==> src/pps_pkg.sv <==
package pps_pkg;
  // ==========================================================
  // Register indices and address width.
  // ==========================================================
  localparam logic [7:0] P1_CTRL_IDX = 8'h1d;
  localparam logic [7:0] P1_LINK_IDX = 8'h1e;
  localparam logic [7:0] P1_OPER_IDX = 8'h1f;
  localparam logic [7:0] P2_CTRL_IDX = 8'h2d;
  localparam logic [7:0] P2_LINK_IDX = 8'h2e;
  localparam logic [7:0] P2_OPER_IDX = 8'h2f;
  localparam logic [7:0] P3_LINK_IDX = 8'h3e;
  localparam logic [7:0] P3_OPER_IDX = 8'h3f;
  localparam int ADDR_W = 10;
  localparam int DATA_W = 8;

  // ==========================================================
  // Control register field positions.
  // ==========================================================
  localparam int CTL_LED_BLANK = 7;
  localparam int CTL_TX_OFF = 6;
  localparam int CTL_AN_RESTART = 5;
  localparam int CTL_FEF_OFF = 4;
  localparam int CTL_PWR_DOWN = 3;
  localparam int CTL_XOVER_OFF = 2;
  localparam int CTL_FORCE_STRAIGHT = 1;
  localparam int CTL_LOOPBACK = 0;

  // ==========================================================
  // Operating status field positions and reset values.
  // ==========================================================
  localparam int OPS_ALGO_SEL = 7;
  localparam int OPS_RSVD = 6;
  localparam int OPS_POL_REV = 5;
  localparam int OPS_TX_FC = 4;
  localparam int OPS_RX_FC = 3;
  localparam int OPS_SPEED = 2;
  localparam int OPS_DUPLEX = 1;
  localparam int OPS_FEF = 0;
  localparam logic [7:0] CTRL_RESET = 8'h00;
  localparam logic ALGO_SEL_RESET = 1'b1;
  localparam logic [7:0] LINK_ST_RESET = 8'h00;

  // Live status of one PHY port as seen by the register bank.
  typedef struct packed {
    logic crossover_mdix;
    logic negotiation_complete_flag;
    logic link_good;
    logic [4:0] partner_ability;
    logic polarity_reversed;
    logic tx_flow_active;
    logic rx_flow_active;
    logic speed_100;
    logic full_duplex;
    logic far_end_fault;
  } pps_phy_status_t;

  // Bus access state encoding.
  typedef enum logic [1:0] {
    PPS_ST_IDLE = 2'b00,
    PPS_ST_ACCESS = 2'b01
  } pps_bus_state_t;
endpackage : pps_pkg

==> src/pps_reg_if.sv <==
// Register access carrier between the bus slave and the register bank.
interface pps_reg_if;
  import pps_pkg::*;
  logic wr_en;
  logic rd_en;
  logic [7:0] index;
  logic [7:0] wdata;
  logic [7:0] rdata;
  logic hit;
  modport slave (output wr_en, output rd_en, output index, output wdata, input rdata, input hit);
  modport bank (input wr_en, input rd_en, input index, input wdata, output rdata, output hit);
endinterface : pps_reg_if

==> src/pps_regs.sv <==
// Function
// - LED blank bit drives all port LED pins high; clear restores indication.
// - Transmit-disable bit holds the port transmitter off.
// - Writing one to negotiation restart bit restarts auto-negotiation.
// - Port 1 far-end fault disable stops detection and fault pattern sending.
// - Power-down bit puts the port PHY into power down; resets zero.
// - Crossover-off bit disables auto crossover; port 2 resets from strap.
// - Force-straight selects MDI when crossover off, else MDI-X; port 2 strap.
// - Loopback bit loops opposite port receive traffic back out its transmit.
// - Link status bit 7 shows MDI-X (one) or MDI (zero).
// - Link status bit 6 shows negotiation completed.
// - Link status bit 5 shows link good.
// - Link status bits 4..0 show partner pause, 100F, 100H, 10F, 10H.
// - Operating status bit 7 is writable algorithm select, resets one, all three ports.
// - Operating status bit 5 shows reversed receive polarity on PHY ports.
// - Operating status bits 4 and 3 show transmit and receive flow control.
// - Operating status bit 2 shows 100 megabit speed.
// - Operating status bit 1 shows full duplex.
// - Operating status bit 0 shows far-end fault on port 1 only.
// - Port 3 has no link status register; only operating status.
// - Control registers sit at 0x1D for port 1 and 0x2D for port 2.
//
// Local design decision: the APB interface to the registers.
module pps_regs (
  input wire logic CLK,
  input wire logic SRST,
  // APB slave port.
  input wire logic PSEL,
  input wire logic PENABLE,
  input wire logic PWRITE,
  input wire logic [pps_pkg::ADDR_W-1:0] PADDR,
  input wire logic [31:0] PWDATA,
  input wire logic [3:0] PSTRB,
  output logic [31:0] PRDATA,
  output logic PREADY,
  output logic PSLVERR,
  // Port 2 crossover straps, sampled while reset is held.
  input wire logic PORT2_CROSSOVER_OFF_STRAP,
  input wire logic PORT2_FORCE_STRAIGHT_STRAP,
  // Live PHY and MAC state.
  input wire pps_pkg::pps_phy_status_t P1_STATUS,
  input wire pps_pkg::pps_phy_status_t P2_STATUS,
  input wire logic P3_TX_FLOW_ACTIVE,
  input wire logic P3_RX_FLOW_ACTIVE,
  input wire logic P3_SPEED_100,
  input wire logic P3_FULL_DUPLEX,
  // Normal LED indication from the port logic, four pins per port.
  input wire logic [3:0] P1_LED_NORMAL,
  input wire logic [3:0] P2_LED_NORMAL,
  // Controls towards the PHYs.
  output logic [3:0] P1_PORT_LED_PINS,
  output logic [3:0] P2_PORT_LED_PINS,
  output logic P1_TX_DISABLE,
  output logic P2_TX_DISABLE,
  output logic P1_AN_RESTART,
  output logic P2_AN_RESTART,
  output logic P1_FEF_ENABLE,
  output logic P1_POWER_DOWN,
  output logic P2_POWER_DOWN,
  output logic P1_AUTO_CROSSOVER,
  output logic P2_AUTO_CROSSOVER,
  output logic P1_FORCE_STRAIGHT,
  output logic P2_FORCE_STRAIGHT,
  output logic P1_LOOPBACK,
  output logic P2_LOOPBACK,
  output logic P1_CROSSOVER_ALGORITHM_SELECT,
  output logic P2_CROSSOVER_ALGORITHM_SELECT
);
  import pps_pkg::*;

  pps_reg_if rif ();

  logic [7:0] p1_ctrl_reg;
  logic [7:0] p2_ctrl_reg;
  logic p1_algo_reg;
  logic p2_algo_reg;
  logic p3_algo_reg;
  logic p1_restart_reg;
  logic p2_restart_reg;
  logic strap_xoff_reg;
  logic strap_fstr_reg;
  logic in_reset_reg;
  logic [7:0] rdata_mux;
  logic hit_mux;
  logic wr_p1_ctrl;
  logic wr_p2_ctrl;

  // Builds the link status byte of a PHY port.
  function automatic logic [7:0] link_byte(input pps_phy_status_t s);
    link_byte = {s.crossover_mdix, s.negotiation_complete_flag, s.link_good, s.partner_ability};
  endfunction

  // Builds the operating status byte; reserved bit 6 reads zero.
  function automatic logic [7:0] oper_byte(input logic algo, input logic pol, input logic txfc, input logic rxfc,
                                           input logic spd, input logic dpx, input logic fef);
    oper_byte = {algo, 1'b0, pol, txfc, rxfc, spd, dpx, fef};
  endfunction

  // ==========================================================
  // Bus slave.
  // ==========================================================
  pps_apb_slave u_apb (
    .clk(CLK),
    .srst(SRST),
    .psel(PSEL),
    .penable(PENABLE),
    .pwrite(PWRITE),
    .paddr(PADDR),
    .pwdata(PWDATA),
    .pstrb(PSTRB),
    .prdata(PRDATA),
    .pready(PREADY),
    .pslverr(PSLVERR),
    .rif(rif.slave)
  );

  // ==========================================================
  // Address decode and read mux.
  // ==========================================================
  // Reads are pure muxing of live state, so they disturb nothing.
  always_comb begin
    rdata_mux = 8'h00;
    hit_mux = 1'b1;
    unique case (rif.index)
      P1_CTRL_IDX: rdata_mux = p1_ctrl_reg;
      P2_CTRL_IDX: rdata_mux = p2_ctrl_reg;
      P1_LINK_IDX: rdata_mux = link_byte(P1_STATUS);
      P2_LINK_IDX: rdata_mux = link_byte(P2_STATUS);
      P3_LINK_IDX: rdata_mux = 8'h00;
      P1_OPER_IDX: rdata_mux = oper_byte(p1_algo_reg, P1_STATUS.polarity_reversed, P1_STATUS.tx_flow_active,
                                         P1_STATUS.rx_flow_active, P1_STATUS.speed_100, P1_STATUS.full_duplex,
                                         P1_STATUS.far_end_fault);
      P2_OPER_IDX: rdata_mux = oper_byte(p2_algo_reg, P2_STATUS.polarity_reversed, P2_STATUS.tx_flow_active,
                                         P2_STATUS.rx_flow_active, P2_STATUS.speed_100, P2_STATUS.full_duplex,
                                         1'b0);
      P3_OPER_IDX: rdata_mux = oper_byte(p3_algo_reg, 1'b0, P3_TX_FLOW_ACTIVE, P3_RX_FLOW_ACTIVE, P3_SPEED_100,
                                         P3_FULL_DUPLEX, 1'b0);
      default: hit_mux = 1'b0;
    endcase
  end

  assign rif.rdata = rdata_mux;
  assign rif.hit = hit_mux;
  assign wr_p1_ctrl = rif.wr_en && (rif.index == P1_CTRL_IDX);
  assign wr_p2_ctrl = rif.wr_en && (rif.index == P2_CTRL_IDX);

  // ==========================================================
  // Strap capture.
  // ==========================================================
  // Straps are sampled by a clocked process while reset is held.
  always_ff @(posedge CLK) begin
    in_reset_reg <= SRST;
    if (SRST) begin
      strap_xoff_reg <= PORT2_CROSSOVER_OFF_STRAP;
      strap_fstr_reg <= PORT2_FORCE_STRAIGHT_STRAP;
    end
  end

  // ==========================================================
  // Control registers.
  // ==========================================================
  // Port 1 control; the restart bit is a command and is not stored.
  always_ff @(posedge CLK) begin
    if (SRST) begin
      p1_ctrl_reg <= CTRL_RESET;
    end else if (wr_p1_ctrl) begin
      p1_ctrl_reg <= rif.wdata & ~(8'h01 << CTL_AN_RESTART);
    end
  end

  // Port 2 control; crossover bits load from the straps once reset ends.
  always_ff @(posedge CLK) begin
    if (SRST) begin
      p2_ctrl_reg <= CTRL_RESET;
    end else if (in_reset_reg) begin
      p2_ctrl_reg[CTL_XOVER_OFF] <= strap_xoff_reg;
      p2_ctrl_reg[CTL_FORCE_STRAIGHT] <= strap_fstr_reg;
    end else if (wr_p2_ctrl) begin
      p2_ctrl_reg <= rif.wdata & ~((8'h01 << CTL_AN_RESTART) | (8'h01 << CTL_FEF_OFF));
    end
  end

  // Negotiation restart requests as one-cycle pulses.
  always_ff @(posedge CLK) begin
    if (SRST) begin
      p1_restart_reg <= 1'b0;
      p2_restart_reg <= 1'b0;
    end else begin
      p1_restart_reg <= wr_p1_ctrl && rif.wdata[CTL_AN_RESTART];
      p2_restart_reg <= wr_p2_ctrl && rif.wdata[CTL_AN_RESTART];
    end
  end

  // Algorithm select bits of the operating status registers.
  always_ff @(posedge CLK) begin
    if (SRST) begin
      p1_algo_reg <= ALGO_SEL_RESET;
      p2_algo_reg <= ALGO_SEL_RESET;
      p3_algo_reg <= ALGO_SEL_RESET;
    end else if (rif.wr_en) begin
      if (rif.index == P1_OPER_IDX) begin
        p1_algo_reg <= rif.wdata[OPS_ALGO_SEL];
      end
      if (rif.index == P2_OPER_IDX) begin
        p2_algo_reg <= rif.wdata[OPS_ALGO_SEL];
      end
      if (rif.index == P3_OPER_IDX) begin
        p3_algo_reg <= rif.wdata[OPS_ALGO_SEL];
      end
    end
  end

  // ==========================================================
  // Outputs towards the PHYs.
  // ==========================================================
  // LED pins go high while blanked, else follow normal indication.
  always_ff @(posedge CLK) begin
    if (SRST) begin
      P1_PORT_LED_PINS <= 4'h0;
      P2_PORT_LED_PINS <= 4'h0;
    end else begin
      P1_PORT_LED_PINS <= p1_ctrl_reg[CTL_LED_BLANK] ? 4'hf : P1_LED_NORMAL;
      P2_PORT_LED_PINS <= p2_ctrl_reg[CTL_LED_BLANK] ? 4'hf : P2_LED_NORMAL;
    end
  end

  // Controls decoded straight from the control, restart pulse and algorithm select registers.
  assign P1_TX_DISABLE = p1_ctrl_reg[CTL_TX_OFF];
  assign P2_TX_DISABLE = p2_ctrl_reg[CTL_TX_OFF];
  assign P1_AN_RESTART = p1_restart_reg;
  assign P2_AN_RESTART = p2_restart_reg;
  assign P1_FEF_ENABLE = ~p1_ctrl_reg[CTL_FEF_OFF];
  assign P1_POWER_DOWN = p1_ctrl_reg[CTL_PWR_DOWN];
  assign P2_POWER_DOWN = p2_ctrl_reg[CTL_PWR_DOWN];
  assign P1_AUTO_CROSSOVER = ~p1_ctrl_reg[CTL_XOVER_OFF];
  assign P2_AUTO_CROSSOVER = ~p2_ctrl_reg[CTL_XOVER_OFF];
  assign P1_FORCE_STRAIGHT = p1_ctrl_reg[CTL_XOVER_OFF] & p1_ctrl_reg[CTL_FORCE_STRAIGHT];
  assign P2_FORCE_STRAIGHT = p2_ctrl_reg[CTL_XOVER_OFF] & p2_ctrl_reg[CTL_FORCE_STRAIGHT];
  assign P1_LOOPBACK = p1_ctrl_reg[CTL_LOOPBACK];
  assign P2_LOOPBACK = p2_ctrl_reg[CTL_LOOPBACK];
  assign P1_CROSSOVER_ALGORITHM_SELECT = p1_algo_reg;
  assign P2_CROSSOVER_ALGORITHM_SELECT = p2_algo_reg;
endmodule : pps_regs

==> src/pps_apb_slave.sv <==
// ==========================================================
// APB slave: one-wait-free access, registered read data.
// ==========================================================
module pps_apb_slave (
  input wire logic clk,
  input wire logic srst,
  input wire logic psel,
  input wire logic penable,
  input wire logic pwrite,
  input wire logic [pps_pkg::ADDR_W-1:0] paddr,
  input wire logic [31:0] pwdata,
  input wire logic [3:0] pstrb,
  output logic [31:0] prdata,
  output logic pready,
  output logic pslverr,
  pps_reg_if.slave rif
);
  import pps_pkg::*;

  logic setup;
  logic aligned;
  logic [31:0] prdata_reg;
  logic pslverr_reg;
  logic ack_reg;

  // Setup phase sampled; access ends one cycle later.
  assign setup = psel && !penable;
  assign aligned = (paddr[1:0] == 2'b00);
  assign rif.index = paddr[9:2];
  assign rif.wdata = pwdata[7:0];
  assign rif.wr_en = psel && penable && ack_reg && pwrite && pstrb[0] && rif.hit && aligned;
  assign rif.rd_en = setup && !pwrite;

  // Answer comes in the first access cycle after the setup.
  always_ff @(posedge clk) begin
    if (srst) begin
      ack_reg <= 1'b0;
    end else begin
      ack_reg <= setup;
    end
  end

  // Read data and error are captured during setup.
  always_ff @(posedge clk) begin
    if (srst) begin
      prdata_reg <= 32'h0000_0000;
      pslverr_reg <= 1'b0;
    end else if (setup) begin
      prdata_reg <= (rif.rd_en && rif.hit && aligned) ? {24'h00_0000, rif.rdata} : 32'h0000_0000;
      pslverr_reg <= !(rif.hit && aligned);
    end
  end

  assign pready = psel && penable && ack_reg;
  assign prdata = prdata_reg;
  assign pslverr = pready && pslverr_reg;
endmodule : pps_apb_slave

==> config.mk <==
export PLATFORM = sky130hd
export DESIGN_NAME = pps_regs
export DESIGN_NICKNAME = d
export VERILOG_FILES = /design/src/pps_pkg.sv /design/src/pps_reg_if.sv /design/src/pps_regs.sv /design/src/pps_apb_slave.sv
export SDC_FILE = /design/constraint.sdc
export NUM_CORES = 1
export LEC_CHECK = 0
export ABC_AREA = 1
export BUFFER_PORTS_ARGS = -buffer_cell sky130_fd_sc_hd__buf_2
export CAP_MARGIN = 20
export CORE_UTILIZATION = 41
export CTS_CLUSTER_SIZE = 8
export DETAILED_ROUTE_END_ITERATION = 6
export PLACE_DENSITY_LB_ADDON = 0.3
export SKIP_CTS_REPAIR_TIMING = 1
export SLEW_MARGIN = 15
export SYNTH_ARGS = -nofsm -noshare
export SYNTH_HDL_FRONTEND = slang
export SYNTH_SLANG_ARGS = --single-unit
==> constraint.sdc <==
create_clock -name CLK -period 2 [get_ports CLK]
set_input_delay 0.6 -clock CLK [delete_from_list [all_inputs] [get_ports CLK]]
set_output_delay 0.6 -clock CLK [all_outputs]
set_load 0.03 [all_outputs]
**Word level (Yosys, flattened, before mapping)**

Index checks and enable logic that the tools add are counted.

- Register bits: 63
- Input bits: 93
- Logic and storage cells: 63

- Eq/ne operators: 8
- Muxes and demuxes: 7
- Bitwise operators: 6
- Reductions and logical operators: 26

Operator list:

| cell | number |
|---|---|
| 8-bit one-hot mux with 7 select lines | 1 |
| 8-bit by 6-bit equality test with 1-bit output, second input constant | 5 |
| 8-bit by 5-bit equality test with 1-bit output, second input constant | 3 |
| 1-bit logical AND | 16 |
| 4-bit 2-to-1 mux | 2 |
| 8-bit 2-to-1 mux | 1 |
| 2-bit AND reduction | 4 |
| 8-bit OR reduction | 1 |
| 1-bit NOT | 4 |
| 1-bit zero test | 3 |
| 3-bit 2-to-1 mux | 1 |
| 1-bit bitwise AND | 2 |
| 2-bit zero test | 1 |
| 2-bit 2-to-1 mux | 1 |
| 2-bit nonzero test | 1 |
| 1-bit 2-to-1 mux | 1 |

**Longest topological paths before layout**

- Depth after elaboration: 9
- Mapped depth: 13

**Hierarchy**

Synthesis repeated with hierarchy kept, for this count alone.

- Cell total of the unflattened synthesis: 324
- Area, all modules: 2240.9 µm²

Modules (own cells, without submodules):

| module | instances | cells an instance | area an instance (µm²) | seq. area each (µm²) |
|---|---|---|---|---|
| pps_regs | 1 | 231 | 1503.9 | 600.6 |
| pps_apb_slave | 1 | 93 | 737.0 | 200.2 |

**Least setup slack after synthesis**

No wires, ideal clock.

- Path type: input-to-reg
- Start point: input port PADDR[5] (netlist bit)
- End point: register p1_ctrl_reg[0]
- Library setup time: 116 ps
- Arrival: 1627 ps
- Data required time: 1884 ps
- Path slack: 257 ps
- Stages on the path: 11
- Cells stage by stage: nand2_1 nor2_2 nand2_2 nand2_1 nor2_1 nand2_4 nand3_4 nor2_4 inv_2 nor2_1 nor2_1

- Cells in the longest elaborated chain, start to end: 6
- Elaborated cells on any way between the ends: 13
- Classes of those cells: eq/ne: 8; mux: 1; reduce/logical: 4

Ends and longest elaborated chain:

| element | RTL line | RTL |
|---|---|---|
| start, declared | pps_regs.sv:31 | `input wire logic [pps_pkg::ADDR_W-1:0] PADDR,` |
| 8-bit by 5-bit equality test with 1-bit output (tied with other cells) | pps_regs.sv:124, pps_regs.sv:144 |  |
| 8-bit OR reduction (no source line) | -- |  |
| 1-bit 2-to-1 mux | pps_regs.sv:124 | `unique case (rif.index)` |
| 1-bit logical AND (2 in series) | pps_apb_slave.sv:31 | `assign rif.wr_en = psel && penable && ack_reg && pwrite && pstrb[0] && rif.hit && aligned;` |
| 1-bit logical AND (*) | pps_regs.sv:144 | `assign wr_p1_ctrl = rif.wr_en && (rif.index == P1_CTRL_IDX);` |
| end signal, assigned | pps_regs.sv:167 | `p1_ctrl_reg <= rif.wdata & ~(8'h01 << CTL_AN_RESTART);` |
| end, declared | pps_regs.sv:73 | `logic [7:0] p1_ctrl_reg;` |

Every way passes the cells marked *; elsewhere a longest branch is shown, timed or not.
A chain may end at the register's enable or synchronous reset.

**Worst setup path after layout**

- Start point: input port PADDR[7] (netlist bit)
- End point: register p2_ctrl_reg[0]

- Cells in the longest elaborated chain, start to end: 7
- Elaborated cells on any way between the ends: 14
- Classes of those cells: eq/ne: 8; mux: 1; reduce/logical: 5

Ends and longest elaborated chain:

| element | RTL line | RTL |
|---|---|---|
| 8-bit by 5-bit equality test with 1-bit output (tied with other cells) | pps_regs.sv:124 |  |
| 8-bit OR reduction (no source line) | -- |  |
| 1-bit 2-to-1 mux | pps_regs.sv:124 |  |
| 1-bit logical AND (2 in series) | pps_apb_slave.sv:31 |  |
| 1-bit logical AND (*) | pps_regs.sv:145 | `assign wr_p2_ctrl = rif.wr_en && (rif.index == P2_CTRL_IDX);` |
| 2-bit AND reduction (no source line) (*) | -- |  |
| end signal, assigned by index | pps_regs.sv:176 | `p2_ctrl_reg[CTL_XOVER_OFF] <= strap_xoff_reg;` |
| end signal, assigned by index | pps_regs.sv:177 | `p2_ctrl_reg[CTL_FORCE_STRAIGHT] <= strap_fstr_reg;` |
| end signal, assigned | pps_regs.sv:179 | `p2_ctrl_reg <= rif.wdata & ~((8'h01 << CTL_AN_RESTART) \| (8'h01 << CTL_FEF_OFF));` |
| end, declared | pps_regs.sv:74 | `logic [7:0] p2_ctrl_reg;` |

Marked as above.

==> impl_metrics.prom <==
# TYPE chip_impl_metric gauge
chip_impl_info{name="run_status",value="complete, no violations"} 1
chip_impl_metric{name="crit_arrival",unit="ns"} 1.89
chip_impl_info{name="final_cell_mix",value="97 x sky130_fd_sc_hd__buf_2, 81 x sky130_fd_sc_hd__nand2_1, 54 x sky130_fd_sc_hd__nor2_1"} 1
chip_impl_metric{name="first_pass_iters",unit=""} 4
chip_impl_metric{name="vdd_ir_drop_max",unit="mV"} 0.367
chip_impl_metric{name="critical_path_required",unit="ns"} 2.19
chip_impl_metric{name="detail_route.wirelength",unit="mm"} 5.35
chip_impl_metric{name="power.total",unit="mW"} 1.59
chip_impl_info{name="tritoncts",value="yes"} 1
chip_impl_metric{name="grt_start_max_net_pins",unit=""} 23
chip_impl_metric{name="initial_utilization",unit=""} 0.430
chip_impl_metric{name="finish.net_count",unit=""} 509
chip_impl_metric{name="wire_length_of_the_first_global_routing_pass",unit="mm"} 8.38
chip_impl_info{name="cts-root-buf",value="sky130_fd_sc_hd__clkbuf_8"} 1
chip_impl_metric{name="final-setup-viol-count",unit=""} 0
chip_impl_metric{name="syn-instance-count",unit=""} 310
chip_impl_metric{name="hold_viol_final",unit=""} 0
chip_impl_metric{name="synth_seq_area_share",unit=""} 0.389
chip_impl_metric{name="setup_ws",unit="ns"} 0.296
chip_impl_metric{name="layout-area-overhead-vs-synth",unit="%"} 29.5
chip_impl_metric{name="met2_routing_resource_usage_after_global_routing",unit=""} 0.339
chip_impl_metric{name="grt_pass1_vias",unit=""} 1871
chip_impl_metric{name="grt.met1_usage",unit=""} 0.265
chip_impl_metric{name="hold_path_depth",unit=""} 2
chip_impl_info{name="r2r_end",value="p2_ctrl_reg[0]"} 1
chip_impl_info{name="kind_of_launch_point_of_the_worst_setup_path",value="input pin"} 1
chip_impl_metric{name="layout-drive-gt1-share",unit=""} 0.300
chip_impl_metric{name="numPortBuffers",unit=""} 97
chip_impl_metric{name="final_core_util",unit=""} 0.557
chip_impl_metric{name="ctsLongestPathBuffers",unit=""} 2
chip_impl_metric{name="worst_path_largest_cell_delay",unit="ns"} 0.17
chip_impl_info{name="critPathTopFamily",value="simple AND/OR/NAND/NOR gates"} 1
chip_impl_info{name="grt-busiest-layer",value="met2"} 1
chip_impl_info{name="regToRegStartpoint",value="u_apb.ack_reg"} 1
chip_impl_metric{name="number_of_clock_sinks",unit=""} 39
chip_impl_info{name="path_class",value="input pin to register"} 1
chip_impl_metric{name="largest_register_ff_count",unit=""} 8
chip_impl_metric{name="finalCriticalPeriod",unit="ns"} 1.70
chip_impl_metric{name="worstSkewPairLatency",unit="ns"} 0.29
chip_impl_metric{name="antenna_found_initial",unit=""} 0
chip_impl_metric{name="die_width",unit="um"} 72.9
chip_impl_metric{name="r2r.worst_path.cells",unit=""} 8
chip_impl_metric{name="leakagePower",unit="nW"} 1.46
chip_impl_metric{name="r2r_slack",unit="ns"} 0.61
chip_impl_metric{name="pin_count",unit=""} 150
chip_impl_metric{name="dr_total_vias",unit=""} 2198
chip_impl_metric{name="route.detailed.drc",unit=""} 0
chip_impl_metric{name="power_density_over_the_cells",unit="nW/um^2"} 596
chip_impl_metric{name="die_h",unit="um"} 72.9
chip_impl_info{name="timing.critical_path.to_type",value="register"} 1
chip_impl_metric{name="maxCapViolations",unit=""} 0
chip_impl_metric{name="ant_nets",unit=""} 0
chip_impl_info{name="type_of_the_worst_min_delay_path",value="register to register"} 1
chip_impl_metric{name="grt.overflow.total",unit=""} 0
chip_impl_metric{name="ctsHtreeMaxLevel",unit=""} 2
chip_impl_info{name="crit_chain",value="buf_2 -> inv_1 -> nand2_1 -> nor2_2 -> nand2_1 -> nand2_1 -> nor2_1 -> nand2_4 -> nand3_4 -> nor2_2 -> nand2_2 -> o21ai_0 -> nor2_1"} 1
chip_impl_metric{name="place.detailed.hpwl",unit="mm"} 4.24
chip_impl_metric{name="std_cell_rows",unit=""} 25
chip_impl_metric{name="coreArea",unit="um^2"} 4790
chip_impl_metric{name="average_instance_area_after_synthesis",unit="um^2"} 6.64
chip_impl_metric{name="postSynthRegisterBits",unit=""} 39
chip_impl_metric{name="worst-path-stages",unit=""} 13
chip_impl_info{name="capture_point_of_the_worst_path",value="p2_ctrl_reg[0]"} 1
chip_impl_metric{name="total_area_of_multi_input_combinational_cells",unit="um^2"} 1010
chip_impl_metric{name="wl_per_cell",unit="um"} 11.1
chip_impl_info{name="rsz0062_at_grt",value="false"} 1
chip_impl_metric{name="clkTransAtPathRegs",unit="ns"} 0.08
chip_impl_info{name="top_cell_by_count_worst_path",value="sky130_fd_sc_hd__nand2_1"} 1
chip_impl_metric{name="synthesis.area",unit="um^2"} 2060
chip_impl_metric{name="slew_violations",unit=""} 0
chip_impl_metric{name="worst-path-max-fanout",unit=""} 5
chip_impl_metric{name="tns",unit="ns"} 0
chip_impl_info{name="worstSetupStartpoint",value="PADDR[7]"} 1
chip_impl_metric{name="cp_num_buf_inv",unit=""} 2
chip_impl_metric{name="grt_util_all_layers",unit=""} 0.209
chip_impl_metric{name="final-seq-area",unit="um^2"} 801
chip_impl_metric{name="period_share",unit=""} 0.852
chip_impl_metric{name="max_clock_freq",unit="GHz"} 0.587
chip_impl_info{name="crit_path_top_delay_cell",value="sky130_fd_sc_hd__nor2_2"} 1
chip_impl_metric{name="detail_route.vias_per_cell",unit=""} 4.54
chip_impl_metric{name="die_area",unit="um^2"} 5310
chip_impl_metric{name="globalplace.congestion",unit=""} 0.813
chip_impl_metric{name="numCtsBuffers",unit=""} 5
chip_impl_metric{name="netlist-cell-type-count",unit=""} 23
chip_impl_metric{name="ys.warnings.count",unit=""} 0
chip_impl_info{name="leading_cell_type_in_the_layout_fill_and_taps_excluded",value="sky130_fd_sc_hd__buf_2"} 1
chip_impl_metric{name="post-place-ws",unit="ns"} 0.0113
chip_impl_metric{name="finClkSkew",unit="ns"} 0.00812
chip_impl_metric{name="met3_usage_grt",unit=""} 0.0470
chip_impl_metric{name="antenna_cells",unit=""} 0
chip_impl_metric{name="layout.filler_cells",unit=""} 500
chip_impl_metric{name="dr.first_iter.drc_count",unit=""} 157
[worst reg2reg max path, cell delays in order, from the launching register on]
cell                      delay [ns]
sky130_fd_sc_hd__dfxtp_1        0.33
sky130_fd_sc_hd__nand3_1        0.12
sky130_fd_sc_hd__nor2_1         0.11
sky130_fd_sc_hd__buf_4          0.15
sky130_fd_sc_hd__nand3_4        0.12
sky130_fd_sc_hd__nor2_2         0.14
sky130_fd_sc_hd__nand2_2        0.10
sky130_fd_sc_hd__o21ai_0        0.17
sky130_fd_sc_hd__nor2_1         0.05
[cells in the mapped netlist (all sizes together)]
cell type  number  share of area
clkbuf          4         0.0073
edfxtp          2          0.029
o211ai          1         0.0036
conb            1         0.0018
inv            36          0.066
nor3            4          0.015
nand4           8          0.024
o21ai          20          0.049
a21oi          12          0.029
nand2          86           0.17
o2111ai         1         0.0043
nand3          15          0.043
buf            24          0.087
dfxtp          37           0.36
nor2           59           0.12
[per-layer routing]
layer	wire length, um	up-vias	share of wire
met5	0	-	0
met4	123	0	0.023
met3	366	11	0.068
met2	2420	95	0.45
met1	2450	961	0.46
li1	-	1131	-
[metrics by stage]
| step | std cells | area, um^2 | hold slack [ns] |
|---|---|---|---|
| after CTS | 484 | 2670 | 0.468 |
| after global placement | 476 | 2570 | 0.452 |
| after detailed placement | 476 | 2570 | 0.457 |
| after global routing | 484 | 2670 | 0.466 |
| after floorplan | 333 | 2150 | 0.444 |
| final | 484 | 2670 | 0.467 |
[report_power, final]
| group | total (mW) | internal, mW | leakage (nW) | switching, mW |
|---|---|---|---|---|
| registers | 0.806 | 0.800 | 0.321 | 0.00607 |
| clock network | 0.560 | 0.282 | 0.0484 | 0.277 |
| logic | 0.225 | 0.0702 | 1.09 | 0.155 |
| total | 1.59 | 1.15 | 1.46 | 0.438 |
[cell families after synthesis]
| logic type | synth area share |
|---|---|
| other | 0.00182 |
| flip-flops | 0.389 |
| AO/OA/AOI/OAI | 0.0857 |
| buffers and inverters | 0.160 |
| AND/OR/NAND/NOR | 0.363 |
[cell type report]
class / instances / share of cell area
multi-input cells: 230 / 0.380
flip-flops and latches: 39 / 0.300
repair buffers: 104 / 0.202
inverters: 36 / 0.0507
clock buffers: 7 / 0.0324
well taps: 67 / 0.0314
clock inverters: 1 / 0.00328
[how the worst min path moves through the flow]
stage / startpoint / endpoint / slack, ns
after floorplan: p3_algo_reg / p3_algo_reg / 0.44
after global placement: u_apb.prdata[5] / u_apb.prdata[5] / 0.45
after detailed placement: u_apb.prdata[7] / u_apb.prdata[7] / 0.46
after CTS: PORT2_FORCE_STRAIGHT_STRAP / strap_fstr_reg / 0.47
after global routing: PORT2_FORCE_STRAIGHT_STRAP / strap_fstr_reg / 0.47
final: u_apb.prdata[3] / u_apb.prdata[3] / 0.47
(Power assumes the default switching activity.)
